==> src/hdl/rpw_pkg.sv <==
/*
 * Shared constants for the replay-protected write engine: frame byte
 * offsets, message types, result codes and counter limits.
 * Assumes frames are handled as byte streams indexed from byte 0.
 */
package rpw_pkg;

  // ---------------------------------------------------------------
  // Frame layout (byte indices)
  // ---------------------------------------------------------------
  localparam logic [31:0] FR_MAC_LO   = 32'h0000_00bf;
  localparam logic [31:0] FR_TGT      = 32'h0000_00df;
  localparam logic [31:0] FR_NONCE_LO = 32'h0000_00e0;
  localparam logic [31:0] FR_NONCE_HI = 32'h0000_00ef;
  localparam logic [31:0] FR_CNT_LO   = 32'h0000_00f0;
  localparam logic [31:0] FR_CNT_HI   = 32'h0000_00f3;
  localparam logic [31:0] FR_ADR_LO   = 32'h0000_00f4;
  localparam logic [31:0] FR_ADR_HI   = 32'h0000_00f7;
  localparam logic [31:0] FR_SC_LO    = 32'h0000_00f8;
  localparam logic [31:0] FR_SC_HI    = 32'h0000_00fb;
  localparam logic [31:0] FR_RES_LO   = 32'h0000_00fc;
  localparam logic [31:0] FR_RES_HI   = 32'h0000_00fd;
  localparam logic [31:0] FR_TYP_LO   = 32'h0000_00fe;
  localparam logic [31:0] FR_TYP_HI   = 32'h0000_00ff;
  localparam logic [31:0] FR_LEN      = 32'h0000_0100;

  // ---------------------------------------------------------------
  // Message types
  // ---------------------------------------------------------------
  localparam logic [15:0] REQ_CNT_READ = 16'h0002;
  localparam logic [15:0] REQ_WRITE    = 16'h0003;
  localparam logic [15:0] REQ_RESULT   = 16'h0005;
  localparam logic [15:0] RSP_CNT_READ = 16'h0200;
  localparam logic [15:0] RSP_WRITE    = 16'h0300;

  // ---------------------------------------------------------------
  // Result codes
  // ---------------------------------------------------------------
  localparam logic [15:0] RES_OK      = 16'h0000;
  localparam logic [15:0] RES_GENERAL = 16'h0001;
  localparam logic [15:0] RES_AUTH    = 16'h0002;
  localparam logic [15:0] RES_COUNTER = 16'h0003;
  localparam logic [15:0] RES_ADDRESS = 16'h0004;
  localparam logic [15:0] RES_WRFAIL  = 16'h0005;
  localparam logic [15:0] RES_EXPIRED = 16'h0085;

  // ---------------------------------------------------------------
  // Counter, reset and area size values
  // ---------------------------------------------------------------
  localparam logic [31:0] CNT_MAX     = 32'hffff_ffff;
  localparam logic [31:0] CNT_RESET   = 32'h0000_0000;
  localparam logic [31:0] AREA_BLOCKS = 32'h0000_0100;

  typedef enum logic [3:0] {
    ST_IDLE, ST_RX, ST_EVAL, ST_MAC, ST_COMMIT,
    ST_GEN, ST_GEN_WAIT, ST_TX, ST_DRAIN
  } rpw_state_t;

endpackage

==> src/hdl/rpw_stream_if.sv <==
/*
 * Valid/ready byte stream carrier between the engine and its buffer.
 * Assumes both ends share one clock.
 */
`timescale 1ns/1ps
interface rpw_stream_if #(
  parameter int W = 8
);
  logic         valid;
  logic         ready;
  logic         last;
  logic [W-1:0] data;

  modport src (output valid, output data, output last, input ready);
  modport snk (input valid, input data, input last, output ready);
endinterface

==> src/hdl/rpw_buf.sv <==
/*
 * Small shift FIFO with valid/ready on both sides; head entry is a flop.
 * Assumes one clock and a synchronous active-high reset.
 */
`timescale 1ns/1ps
module rpw_buf #(
  parameter int W     = 8,
  parameter int DEPTH = 2
) (
  // Clock and reset
  input  wire logic   sys_clk,
  input  wire logic   sys_rst,
  // Streams
  rpw_stream_if.snk   s_in,
  rpw_stream_if.src   s_out
);
  import rpw_pkg::*;

  localparam int CW = $clog2(DEPTH + 1);

  logic [W:0]    mem_reg  [DEPTH];
  logic [W:0]    mem_next [DEPTH];
  logic [CW-1:0] cnt_reg;
  logic [CW-1:0] cnt_next;
  logic          push;
  logic          pop;
  logic [CW-1:0] wpos;

  // ---------------------------------------------------------------
  // Occupancy and storage
  // ---------------------------------------------------------------
  assign s_in.ready  = (cnt_reg != CW'(DEPTH));
  assign s_out.valid = (cnt_reg != '0);
  assign s_out.data  = mem_reg[0][W-1:0];
  assign s_out.last  = mem_reg[0][W];

  always_comb begin
    push = s_in.valid && s_in.ready;
    pop  = s_out.valid && s_out.ready;
    wpos = cnt_reg - CW'(pop);
    for (int i = 0; i < DEPTH; i++) begin
      // Shift toward the head so the output stays a plain flop
      if (pop && i < DEPTH - 1) begin
        mem_next[i] = mem_reg[i + 1];
      end else begin
        mem_next[i] = mem_reg[i];
      end
      if (push && CW'(i) == wpos) begin
        mem_next[i] = {s_in.last, s_in.data};
      end
    end
    cnt_next = cnt_reg + CW'(push) - CW'(pop);
  end

  always_ff @(posedge sys_clk) begin
    if (sys_rst) begin
      cnt_reg <= '0;
      for (int i = 0; i < DEPTH; i++) begin
        mem_reg[i] <= '0;
      end
    end else begin
      cnt_reg <= cnt_next;
      mem_reg <= mem_next;
    end
  end

endmodule

==> src/hdl/rpw_engine.sv <==
/*
 * Replay-protected area command engine: parses security send frames,
 * runs the counter-read, authenticated-write and result-query flows,
 * and returns response frames for security receive.
 * Assumes an outside MAC engine, a media unit that stages payload bytes,
 * and that every input comes from logic on sys_clk.
 */
// Function
// RULE1: counter read is a send request followed by a receive fetch.
// RULE2: host counter-read request carries nonce and type 0002h, rest zero.
// RULE3: counter-read response echoes nonce, counter, MAC, target, result, type 0200h.
// RULE4: host write request type 0003h carries count, address, counter, data, MAC.
// RULE5: expired counter first gives 0085h, area untouched.
// RULE6: then bad address gives 0004h, nothing written.
// RULE7: then MAC mismatch gives 0002h, nothing written.
// RULE8: then counter mismatch gives 0003h, nothing written.
// RULE9: all checks pass: commit payload, counter plus exactly one.
// RULE10: media failure gives 0005h, other write errors give 0001h.
// RULE11: write send completes once finished, whatever the outcome.
// RULE12: host verifies a write with a send request of type 0005h.
// RULE13: verification send completes only when the result is fetchable.
// RULE14: host then issues a receive to collect the write outcome.
// RULE15: verification response type 0300h: counter, address, MAC, result.
// RULE16: MAC covers bytes 223 to 255 then data, with stored key.
// RULE17: no command completes before its operation has fully finished.
// RULE18: checks run in order; first failure alone sets the result.
`timescale 1ns/1ps
module rpw_engine #(
  parameter logic [31:0] AREA_SIZE = rpw_pkg::AREA_BLOCKS
) (
  // Clock and reset
  input  wire logic         sys_clk,
  input  wire logic         sys_rst,
  // Security send frame in
  input  wire logic         rx_valid,
  input  wire logic [7:0]   rx_data,
  input  wire logic         rx_last,
  output logic              rx_ready,
  output logic              send_done,
  // Security receive frame out
  input  wire logic         rcv_req,
  output logic              tx_valid,
  output logic [7:0]        tx_data,
  output logic              tx_last,
  input  wire logic         tx_ready,
  output logic              rcv_done,
  // MAC engine
  output logic              mac_valid,
  output logic [7:0]        mac_data,
  output logic              mac_last,
  output logic              mac_gen,
  output logic              mac_chk_req,
  input  wire logic         mac_chk_done,
  input  wire logic         mac_chk_ok,
  input  wire logic         mac_gen_done,
  input  wire logic [255:0] mac_gen_value,
  // Media unit
  output logic              stg_valid,
  output logic [7:0]        stg_data,
  output logic              med_commit,
  output logic [31:0]       med_addr,
  output logic [31:0]       med_count,
  input  wire logic         med_done,
  input  wire logic         med_fail,
  input  wire logic         med_err,
  // Status
  output logic [31:0]       wr_counter,
  output logic              busy
);
  import rpw_pkg::*;

  // ---------------------------------------------------------------
  // Helpers
  // ---------------------------------------------------------------
  function automatic logic in_rng(input logic [31:0] i, input logic [31:0] lo,
                                  input logic [31:0] hi);
    in_rng = (i >= lo) && (i <= hi);
  endfunction

  function automatic logic [7:0] pick(input logic [255:0] v, input logic [31:0] off);
    logic [255:0] s;
    s = v >> {off[4:0], 3'b000};
    pick = s[7:0];
  endfunction

  // Response byte; stuff bytes and unused fields read as zero
  function automatic logic [7:0] resp_byte(input logic [31:0] i, input logic [15:0] typ,
                                           input logic [15:0] res, input logic [31:0] cnt,
                                           input logic [31:0] adr, input logic [127:0] non,
                                           input logic [7:0] tgt, input logic [255:0] mac);
    resp_byte = 8'h00;
    if (in_rng(i, FR_MAC_LO, FR_TGT - 32'h0000_0001)) begin
      resp_byte = pick(mac, i - FR_MAC_LO);
    end else if (i == FR_TGT) begin
      resp_byte = tgt;
    end else if (in_rng(i, FR_NONCE_LO, FR_NONCE_HI)) begin
      resp_byte = pick({128'h0, non}, i - FR_NONCE_LO);
    end else if (in_rng(i, FR_CNT_LO, FR_CNT_HI)) begin
      resp_byte = pick({224'h0, cnt}, i - FR_CNT_LO);
    end else if (in_rng(i, FR_ADR_LO, FR_ADR_HI)) begin
      resp_byte = pick({224'h0, adr}, i - FR_ADR_LO);
    end else if (in_rng(i, FR_RES_LO, FR_RES_HI)) begin
      resp_byte = pick({240'h0, res}, i - FR_RES_LO);
    end else if (in_rng(i, FR_TYP_LO, FR_TYP_HI)) begin
      resp_byte = pick({240'h0, typ}, i - FR_TYP_LO);
    end
  endfunction

  // ---------------------------------------------------------------
  // State
  // ---------------------------------------------------------------
  rpw_state_t     st_reg,      st_next;
  logic [31:0]    idx_reg,     idx_next;
  logic [7:0]     tgt_reg,     tgt_next;
  logic [127:0]   nonce_reg,   nonce_next;
  logic [31:0]    qcnt_reg,    qcnt_next;
  logic [31:0]    qadr_reg,    qadr_next;
  logic [31:0]    qsc_reg,     qsc_next;
  logic [15:0]    qtyp_reg,    qtyp_next;
  logic           short_reg,   short_next;
  logic [31:0]    ctr_reg,     ctr_next;
  logic [15:0]    wres_reg,    wres_next;
  logic [31:0]    wadr_reg,    wadr_next;
  logic [15:0]    rtyp_reg,    rtyp_next;
  logic [15:0]    rres_reg,    rres_next;
  logic [31:0]    radr_reg,    radr_next;
  logic [127:0]   rnon_reg,    rnon_next;
  logic [255:0]   rmac_reg,    rmac_next;
  logic           pend_reg,    pend_next;
  logic           rdy_reg,     rdy_next;
  logic           sdone_reg,   sdone_next;
  logic           rdone_reg,   rdone_next;
  logic           mval_reg,    mval_next;
  logic [7:0]     mdat_reg,    mdat_next;
  logic           mlast_reg,   mlast_next;
  logic           mgen_reg,    mgen_next;
  logic           mreq_reg,    mreq_next;
  logic           sval_reg,    sval_next;
  logic [7:0]     sdat_reg,    sdat_next;
  logic           commit_reg,  commit_next;
  logic           take;
  logic [7:0]     rbyte;

  rpw_stream_if #(.W(8)) b_in ();
  rpw_stream_if #(.W(8)) b_out ();

  rpw_buf #(.W(8), .DEPTH(2)) u_buf (
    .sys_clk (sys_clk),
    .sys_rst (sys_rst),
    .s_in    (b_in),
    .s_out   (b_out)
  );

  assign rbyte       = resp_byte(idx_reg, rtyp_reg, rres_reg, ctr_reg, radr_reg,
                                 rnon_reg, tgt_reg, rmac_reg);
  assign b_in.valid  = (st_reg == ST_TX);
  assign b_in.data   = rbyte;
  assign b_in.last   = (idx_reg == FR_TYP_HI);
  assign b_out.ready = tx_ready;

  // ---------------------------------------------------------------
  // Next-state logic
  // ---------------------------------------------------------------
  always_comb begin
    st_next = st_reg;       idx_next = idx_reg;     tgt_next = tgt_reg;
    nonce_next = nonce_reg; qcnt_next = qcnt_reg;   qadr_next = qadr_reg;
    qsc_next = qsc_reg;     qtyp_next = qtyp_reg;   short_next = short_reg;
    ctr_next = ctr_reg;     wres_next = wres_reg;   wadr_next = wadr_reg;
    rtyp_next = rtyp_reg;   rres_next = rres_reg;   radr_next = radr_reg;
    rnon_next = rnon_reg;   rmac_next = rmac_reg;   rdy_next = rdy_reg;
    mdat_next = mdat_reg;   mgen_next = mgen_reg;   sdat_next = sdat_reg;
    sdone_next = 1'b0;      rdone_next = 1'b0;      mval_next = 1'b0;
    mlast_next = 1'b0;      mreq_next = 1'b0;       sval_next = 1'b0;
    commit_next = 1'b0;
    // Set beats clear so a request in the servicing cycle is kept
    pend_next = pend_reg || rcv_req;
    take = rx_valid && rdy_reg;

    unique case (st_reg)
      ST_IDLE: begin
        idx_next   = '0;
        short_next = 1'b0;
        if (pend_reg) begin
          pend_next = rcv_req;
          rdy_next  = 1'b0;
          idx_next  = FR_TGT;
          mgen_next = 1'b1;
          st_next   = ST_GEN;
        end else begin
          rdy_next = 1'b1;
          st_next  = ST_RX;
        end
      end
      ST_RX: begin
        if (take) begin
          idx_next = idx_reg + 32'h0000_0001;
          if (idx_reg == FR_TGT) tgt_next = rx_data;
          if (in_rng(idx_reg, FR_NONCE_LO, FR_NONCE_HI)) nonce_next = {rx_data, nonce_reg[127:8]};
          if (in_rng(idx_reg, FR_CNT_LO, FR_CNT_HI)) qcnt_next = {rx_data, qcnt_reg[31:8]};
          if (in_rng(idx_reg, FR_ADR_LO, FR_ADR_HI)) qadr_next = {rx_data, qadr_reg[31:8]};
          if (in_rng(idx_reg, FR_SC_LO, FR_SC_HI)) qsc_next = {rx_data, qsc_reg[31:8]};
          if (in_rng(idx_reg, FR_TYP_LO, FR_TYP_HI)) qtyp_next = {rx_data, qtyp_reg[15:8]};
          // MAC input stream: received MAC, fields 223..255, then data
          if (idx_reg >= FR_MAC_LO) begin                              // RULE16
            mval_next  = 1'b1;
            mdat_next  = rx_data;
            mlast_next = rx_last;
          end
          // Payload is only staged; media holds it until commit
          if (idx_reg >= FR_LEN && qtyp_reg == REQ_WRITE) begin        // RULE4
            sval_next = 1'b1;
            sdat_next = rx_data;
          end
          if (rx_last) begin
            rdy_next   = 1'b0;
            short_next = (idx_reg < FR_TYP_HI);
            st_next    = ST_EVAL;
          end
        end else if (idx_reg == '0 && pend_reg) begin
          rdy_next = 1'b0;
          st_next  = ST_IDLE;
        end
      end
      ST_EVAL: begin
        st_next    = ST_IDLE;
        sdone_next = 1'b1;                                               // RULE17
        if (short_reg) begin
          rtyp_next = qtyp_reg;
          rres_next = RES_GENERAL;
        end else if (qtyp_reg == REQ_CNT_READ) begin                    // RULE1
          rtyp_next = RSP_CNT_READ;                                     // RULE3
          rres_next = RES_OK;
          radr_next = '0;
          rnon_next = nonce_reg;
        end else if (qtyp_reg == REQ_RESULT) begin                      // RULE12
          // Write outcome is already final here, so completion is safe
          rtyp_next = RSP_WRITE;                                        // RULE13
          rres_next = wres_reg;
          radr_next = wadr_reg;
          rnon_next = '0;
        end else if (qtyp_reg == REQ_WRITE) begin
          wadr_next = qadr_reg;
          if (ctr_reg == CNT_MAX) begin                                 // RULE18
            wres_next = RES_EXPIRED;                                    // RULE5
          end else if (qsc_reg == '0 || qadr_reg >= AREA_SIZE ||
                       qsc_reg > AREA_SIZE - qadr_reg) begin
            wres_next = RES_ADDRESS;                                    // RULE6
          end else begin
            sdone_next = 1'b0;
            mreq_next  = 1'b1;
            st_next    = ST_MAC;
          end
        end else begin
          rtyp_next = qtyp_reg;
          rres_next = RES_GENERAL;
        end
      end
      ST_MAC: begin
        if (mac_chk_done) begin
          st_next    = ST_IDLE;
          sdone_next = 1'b1;                                            // RULE11
          if (!mac_chk_ok) begin
            wres_next = RES_AUTH;                                       // RULE7
          end else if (qcnt_reg != ctr_reg) begin
            wres_next = RES_COUNTER;                                    // RULE8
          end else begin
            sdone_next  = 1'b0;
            commit_next = 1'b1;                                         // RULE9
            st_next     = ST_COMMIT;
          end
        end
      end
      ST_COMMIT: begin
        if (med_done) begin
          st_next    = ST_IDLE;
          sdone_next = 1'b1;                                            // RULE11
          if (med_fail) begin
            wres_next = RES_WRFAIL;                                     // RULE10
          end else if (med_err) begin
            wres_next = RES_GENERAL;                                    // RULE10
          end else begin
            wres_next = RES_OK;
            ctr_next  = ctr_reg + 32'h0000_0001;                        // RULE9
          end
        end
      end
      ST_GEN: begin
        mval_next = 1'b1;                                               // RULE16
        mdat_next = rbyte;
        idx_next  = idx_reg + 32'h0000_0001;
        if (idx_reg == FR_TYP_HI) begin
          mlast_next = 1'b1;
          st_next    = ST_GEN_WAIT;
        end
      end
      ST_GEN_WAIT: begin
        if (mac_gen_done) begin
          mgen_next = 1'b0;
          rmac_next = mac_gen_value;
          idx_next  = '0;
          st_next   = ST_TX;
        end
      end
      ST_TX: begin
        if (b_in.ready) begin                                           // RULE15
          idx_next = idx_reg + 32'h0000_0001;
          if (idx_reg == FR_TYP_HI) st_next = ST_DRAIN;
        end
      end
      ST_DRAIN: begin
        if (b_out.valid && tx_ready && b_out.last) begin
          rdone_next = 1'b1;                                            // RULE17
          st_next    = ST_IDLE;
        end
      end
    endcase
  end

  // ---------------------------------------------------------------
  // Registers
  // ---------------------------------------------------------------
  always_ff @(posedge sys_clk) begin
    if (sys_rst) begin
      st_reg <= ST_IDLE;    idx_reg <= '0;        tgt_reg <= '0;
      nonce_reg <= '0;      qcnt_reg <= '0;       qadr_reg <= '0;
      qsc_reg <= '0;        qtyp_reg <= '0;       short_reg <= 1'b0;
      ctr_reg <= CNT_RESET; wres_reg <= RES_OK;   wadr_reg <= '0;
      rtyp_reg <= '0;       rres_reg <= RES_OK;   radr_reg <= '0;
      rnon_reg <= '0;       rmac_reg <= '0;       pend_reg <= 1'b0;
      rdy_reg <= 1'b0;      sdone_reg <= 1'b0;    rdone_reg <= 1'b0;
      mval_reg <= 1'b0;     mdat_reg <= '0;       mlast_reg <= 1'b0;
      mgen_reg <= 1'b0;     mreq_reg <= 1'b0;     sval_reg <= 1'b0;
      sdat_reg <= '0;       commit_reg <= 1'b0;
    end else begin
      st_reg <= st_next;    idx_reg <= idx_next;  tgt_reg <= tgt_next;
      nonce_reg <= nonce_next; qcnt_reg <= qcnt_next; qadr_reg <= qadr_next;
      qsc_reg <= qsc_next;  qtyp_reg <= qtyp_next; short_reg <= short_next;
      ctr_reg <= ctr_next;  wres_reg <= wres_next; wadr_reg <= wadr_next;
      rtyp_reg <= rtyp_next; rres_reg <= rres_next; radr_reg <= radr_next;
      rnon_reg <= rnon_next; rmac_reg <= rmac_next; pend_reg <= pend_next;
      rdy_reg <= rdy_next;  sdone_reg <= sdone_next; rdone_reg <= rdone_next;
      mval_reg <= mval_next; mdat_reg <= mdat_next; mlast_reg <= mlast_next;
      mgen_reg <= mgen_next; mreq_reg <= mreq_next; sval_reg <= sval_next;
      sdat_reg <= sdat_next; commit_reg <= commit_next;
    end
  end

  // ---------------------------------------------------------------
  // Outputs
  // ---------------------------------------------------------------
  assign rx_ready    = rdy_reg;
  assign send_done   = sdone_reg;
  assign rcv_done    = rdone_reg;
  assign tx_valid    = b_out.valid;
  assign tx_data     = b_out.data;
  assign tx_last     = b_out.last;
  assign mac_valid   = mval_reg;
  assign mac_data    = mdat_reg;
  assign mac_last    = mlast_reg;
  assign mac_gen     = mgen_reg;
  assign mac_chk_req = mreq_reg;
  assign stg_valid   = sval_reg;
  assign stg_data    = sdat_reg;
  assign med_commit  = commit_reg;
  assign med_addr    = qadr_reg;
  assign med_count   = qsc_reg;
  assign wr_counter  = ctr_reg;
  assign busy        = (st_reg != ST_IDLE) && (st_reg != ST_RX);

endmodule

==> config.mk <==
export PLATFORM = sky130hd
export DESIGN_NAME = rpw_engine
export DESIGN_NICKNAME = d
export VERILOG_FILES = /design/src/hdl/rpw_pkg.sv /design/src/hdl/rpw_stream_if.sv /design/src/hdl/rpw_buf.sv /design/src/hdl/rpw_engine.sv
export SDC_FILE = /design/constraint.sdc
export NUM_CORES = 2
export LEC_CHECK = 0
export BUFFER_PORTS_ARGS = -buffer_cell sky130_fd_sc_hd__buf_2
export CAP_MARGIN = 25
export CORE_MARGIN = 2
export CORE_UTILIZATION = 63
export DETAILED_ROUTE_END_ITERATION = 8
export PLACE_DENSITY = 0.84
export SLEW_MARGIN = 30
export SYNTH_ARGS = -nofsm -noshare
export SYNTH_HDL_FRONTEND = slang
export SYNTH_SLANG_ARGS = --single-unit
==> constraint.sdc <==
create_clock -name sys_clk -period 7.44 [get_ports sys_clk]
set_input_delay 1.488 -clock sys_clk [delete_from_list [all_inputs] [get_ports sys_clk]]
set_output_delay 1.488 -clock sys_clk [all_outputs]
set_load 0.03 [all_outputs]
==> impl_metrics.yaml <==
run_status:
  outcome: "complete, no violations"
sta:
  worst_pin_slew_ps: 1052
  post-route-min-period_ps: 4816
  clock-skew-final_ps: 25.63
  final-hold-violation-count: 0
  fmax_mhz: 207.6
  setup_viol: 0
  grt_setup_unrepaired: "false"
  fin_crit_sh_pct: 64.74
  finalMaxSlewViolations: 0
  totalNegativeSetupSlack_ps: 0
  timing.max_slew.rel_slack_pct: 29.87
cts:
  clock_latency_reported_for_the_late_side_of_the_worst_skew_pair_ps: 640
  clock-sinks: 835
  cts-buffers-inserted: 83
  clkSlewWorstSetupHoldPaths_ps: 60
  cts_tree: "built"
  htreeDepth: 3
  cts.root.buffer_cell: "sky130_fd_sc_hd__clkbuf_16"
  cts.repair_timing.setup_buffer_count: 0
  cts_repair_resized_insts: 0
  cts_hold_buffers: 0
  clk_path_buf_depth: 3
global_routing:
  grt_first_pass_wirelength_um: 164600
  overflow: 0
  grt_max_degree: 236
  grt_use_total_pct: 34.53
  antenna_found_initial: 7
  via_count_of_the_first_global_routing_pass: 30440
hold_path:
  min_path_type: "reg -> reg"
worst_setup_path:
  gate_family_responsible_for_the_most_delay_along_the_worst_path: "simple AND/OR/NAND/NOR gates"
  cell_type_of_the_slowest_stage_on_the_worst_timing_path: "sky130_fd_sc_hd__or4_1"
  crit_type: "reg -> reg"
  start_kind: "flop"
  endpoint_kind: "flop"
  crit_path_largest_cell_delay_ps: 590
  cp_cell_sequence: "or4_1 > o31ai_2 > nand2_1 > nor2_1 > nand3_1 > nor4_1 > xor2_1 > ha_1 > nand4_1 > nor4_1 > nand4_1 > o32a_1 > a221oi_2 > nand2_1 > a311oi_1"
  crit_required_ps: 7980
  endpoint_arrival_time_on_the_critical_path_ps: 5350
  count_of_buffer_and_inverter_cells_on_the_critical_path: 0
  critical_path.max_fanout: 8
synthesis:
  synth_seq_area_share_pct: 45.78
  yosysMostFrequentCell: "sky130_fd_sc_hd__nand2_1"
  synth_top_area_share_pct: 45.78
  synth.top_cells.by_count: "sky130_fd_sc_hd__nand2_1, sky130_fd_sc_hd__dfxtp_1, sky130_fd_sc_hd__a21oi_1"
  yosysWarningCount: 0
  yosysTopAreaCell: "sky130_fd_sc_hd__dfxtp_1"
  syn_area_per_cell_um2: 8.357
  number_of_standard_cells_after_synthesis: 4369
  post_synth_instance_area_mm2: 0.03651
  postSynthNetCount: 4693
  synth.area.top_cells: "sky130_fd_sc_hd__dfxtp_1, sky130_fd_sc_hd__nand2_1, sky130_fd_sc_hd__a21oi_1"
  synth_seq_cells: 835
  async_reset_ff_share_pct: 0
  synth_enable_flop_cells: 0
  postSynth.topFlopCell: "sky130_fd_sc_hd__dfxtp_1"
  yosysUniqueCellTypes: 79
cells_and_area:
  layout-area-overhead-vs-synth_pct: 13.38
  final_core_util_pct: 72.02
  instances_no_fill: 5382
  largest_register_ff_count: 256
  num-nets-final: 4873
  post_route_cells_drive_above_1_share_pct: 16.37
die:
  fp.coreArea_mm2: 0.05748
  rows: 88
  die-height_um: 244.7
  io-pin-count: 408
  initial_core_util_pct: 63.52
  fp.dieW_um: 244.7
  fp.dieArea_mm2: 0.05990
detailed_routing:
  drtPass1Iterations: 7
  antenna_left: 0
  drt_drc_violations_left: 0
  drt_iter0_markers: 3674
  totalWireLength_um: 106500
  post_drt_via_cell_ratio: 6.100
  dr_total_vias: 32830
  routedWlPerCell_um: 19.78
place:
  port_buffers: 407
  place_hpwl_um: 70630
  gp_congestion: 0.9978
  placed_cells: 5228
pwr:
  irDropWorstVdd_v: 0.0002019
  power.density_cell_area_mw_per_mm2: 255.0
  leakage_nw: 15.07
flow_run:
  max_cap_viol_count: 0
## layout by cell type, fill, tap and decap left out, types with 8 or more instances in the layout
cell	netlist	final
sky130_fd_sc_hd__nand2_1	1263	1260
sky130_fd_sc_hd__dfxtp_1	835	833
sky130_fd_sc_hd__a21oi_1	723	723
sky130_fd_sc_hd__buf_2	27	406
sky130_fd_sc_hd__nand3_1	223	223
sky130_fd_sc_hd__nor2_1	200	194
sky130_fd_sc_hd__mux4_2	126	126
sky130_fd_sc_hd__xor2_1	90	89
sky130_fd_sc_hd__mux2i_1	86	86
sky130_fd_sc_hd__clkbuf_16	0	85
sky130_fd_sc_hd__o21ai_0	47	47
sky130_fd_sc_hd__ha_1	48	47
sky130_fd_sc_hd__nor4_1	42	42
sky130_fd_sc_hd__nand4_1	35	35
sky130_fd_sc_hd__buf_4	26	28
sky130_fd_sc_hd__inv_1	25	25
sky130_fd_sc_hd__nor3_1	28	25
sky130_fd_sc_hd__xnor2_1	26	24
sky130_fd_sc_hd__and4_1	19	19
sky130_fd_sc_hd__clkbuf_1	279	19
sky130_fd_sc_hd__clkbuf_8	0	18
sky130_fd_sc_hd__and3_1	14	14
sky130_fd_sc_hd__a22oi_1	14	14
sky130_fd_sc_hd__o211ai_1	13	13
sky130_fd_sc_hd__mux2_2	12	12
sky130_fd_sc_hd__or3_1	13	11
sky130_fd_sc_hd__nand2b_1	10	10
sky130_fd_sc_hd__a211oi_1	10	10
sky130_fd_sc_hd__clkinv_2	0	8
## final timing paths
path                                   start                         end  slack, ps  depth (start not counted)
setup / recovery    med_addr[2]$_SDFFE_PP0P_      st_reg[1]$_SDFFE_PP0P_       2620                         15
hold / removal    rnon_reg[113]$_SDFFE_PP0P_  rnon_reg[113]$_SDFFE_PP0P_        450                          2
setup reg to reg    med_addr[2]$_SDFFE_PP0P_      st_reg[1]$_SDFFE_PP0P_       2620                         15
hold reg to reg   rnon_reg[113]$_SDFFE_PP0P_  rnon_reg[113]$_SDFFE_PP0P_        450                          2
## final cells by class
type	count	area (um^2)
Multi-Input combinational cell	3160	18360
Sequential cell	835	16720
Fill cell	4337	16080
Timing Repair Buffer	444	2451
Clock buffer	122	2446
Tap cell	765	957.2
Clock inverter	25	349.1
Inverter	25	93.84
Antenna cell	6	15.01
## cell families after synthesis
| logic type | after synthesis | synth area share [%] |
|---|---|---|
| fa+ha+maj | 48 | 1.645 |
| xor+xnor | 116 | 2.783 |
| compound gates | 878 | 12.99 |
| simple gates | 1894 | 22.00 |
| flops | 835 | 45.78 |
| mux | 224 | 10.50 |
| buf+inv | 374 | 4.291 |
## report_power, final
| group | internal (W) | leakage (nW) | switching (W) |
|---|---|---|---|
| Sequential | 0.00453 | 6.73 | 0.000143 |
| Clock | 0.00253 | 1.37 | 0.00177 |
| Combinational | 0.000592 | 6.98 | 0.000991 |
| Total | 0.00765 | 15.1 | 0.00290 |
## metrics by stage
stage / worst slack (ps) / power (W) / hold slack (ps) / area, um^2
floorplan: 3253 / 0.005842 / 428.7 / 36510
global placement: 2855 / 0.006262 / 434.3 / 38450
detailed placement: 2690 / 0.006319 / 441.6 / 38560
CTS: 2691 / 0.01054 / 448.1 / 41350
global route: 2346 / 0.01087 / 466.9 / 41390
finish: 2624 / 0.01056 / 445.9 / 41390
## layer usage
layer,wire [um],up-vias,track usage [%]
met1,40540,15570,43.65
met2,49640,1576,55.18
met3,10470,315,7.555
met5,13,-,0
met4,5787,2,18.88
li1,-,15360,-
## tightest hold or removal path, delay by kind of cell (launching register included)
family / cells / cell delay, ps
flops: 1 / 300
simple gates: 1 / 50
compound gates: 1 / 50
No activity file was read; power rests on OpenSTA's default activity.
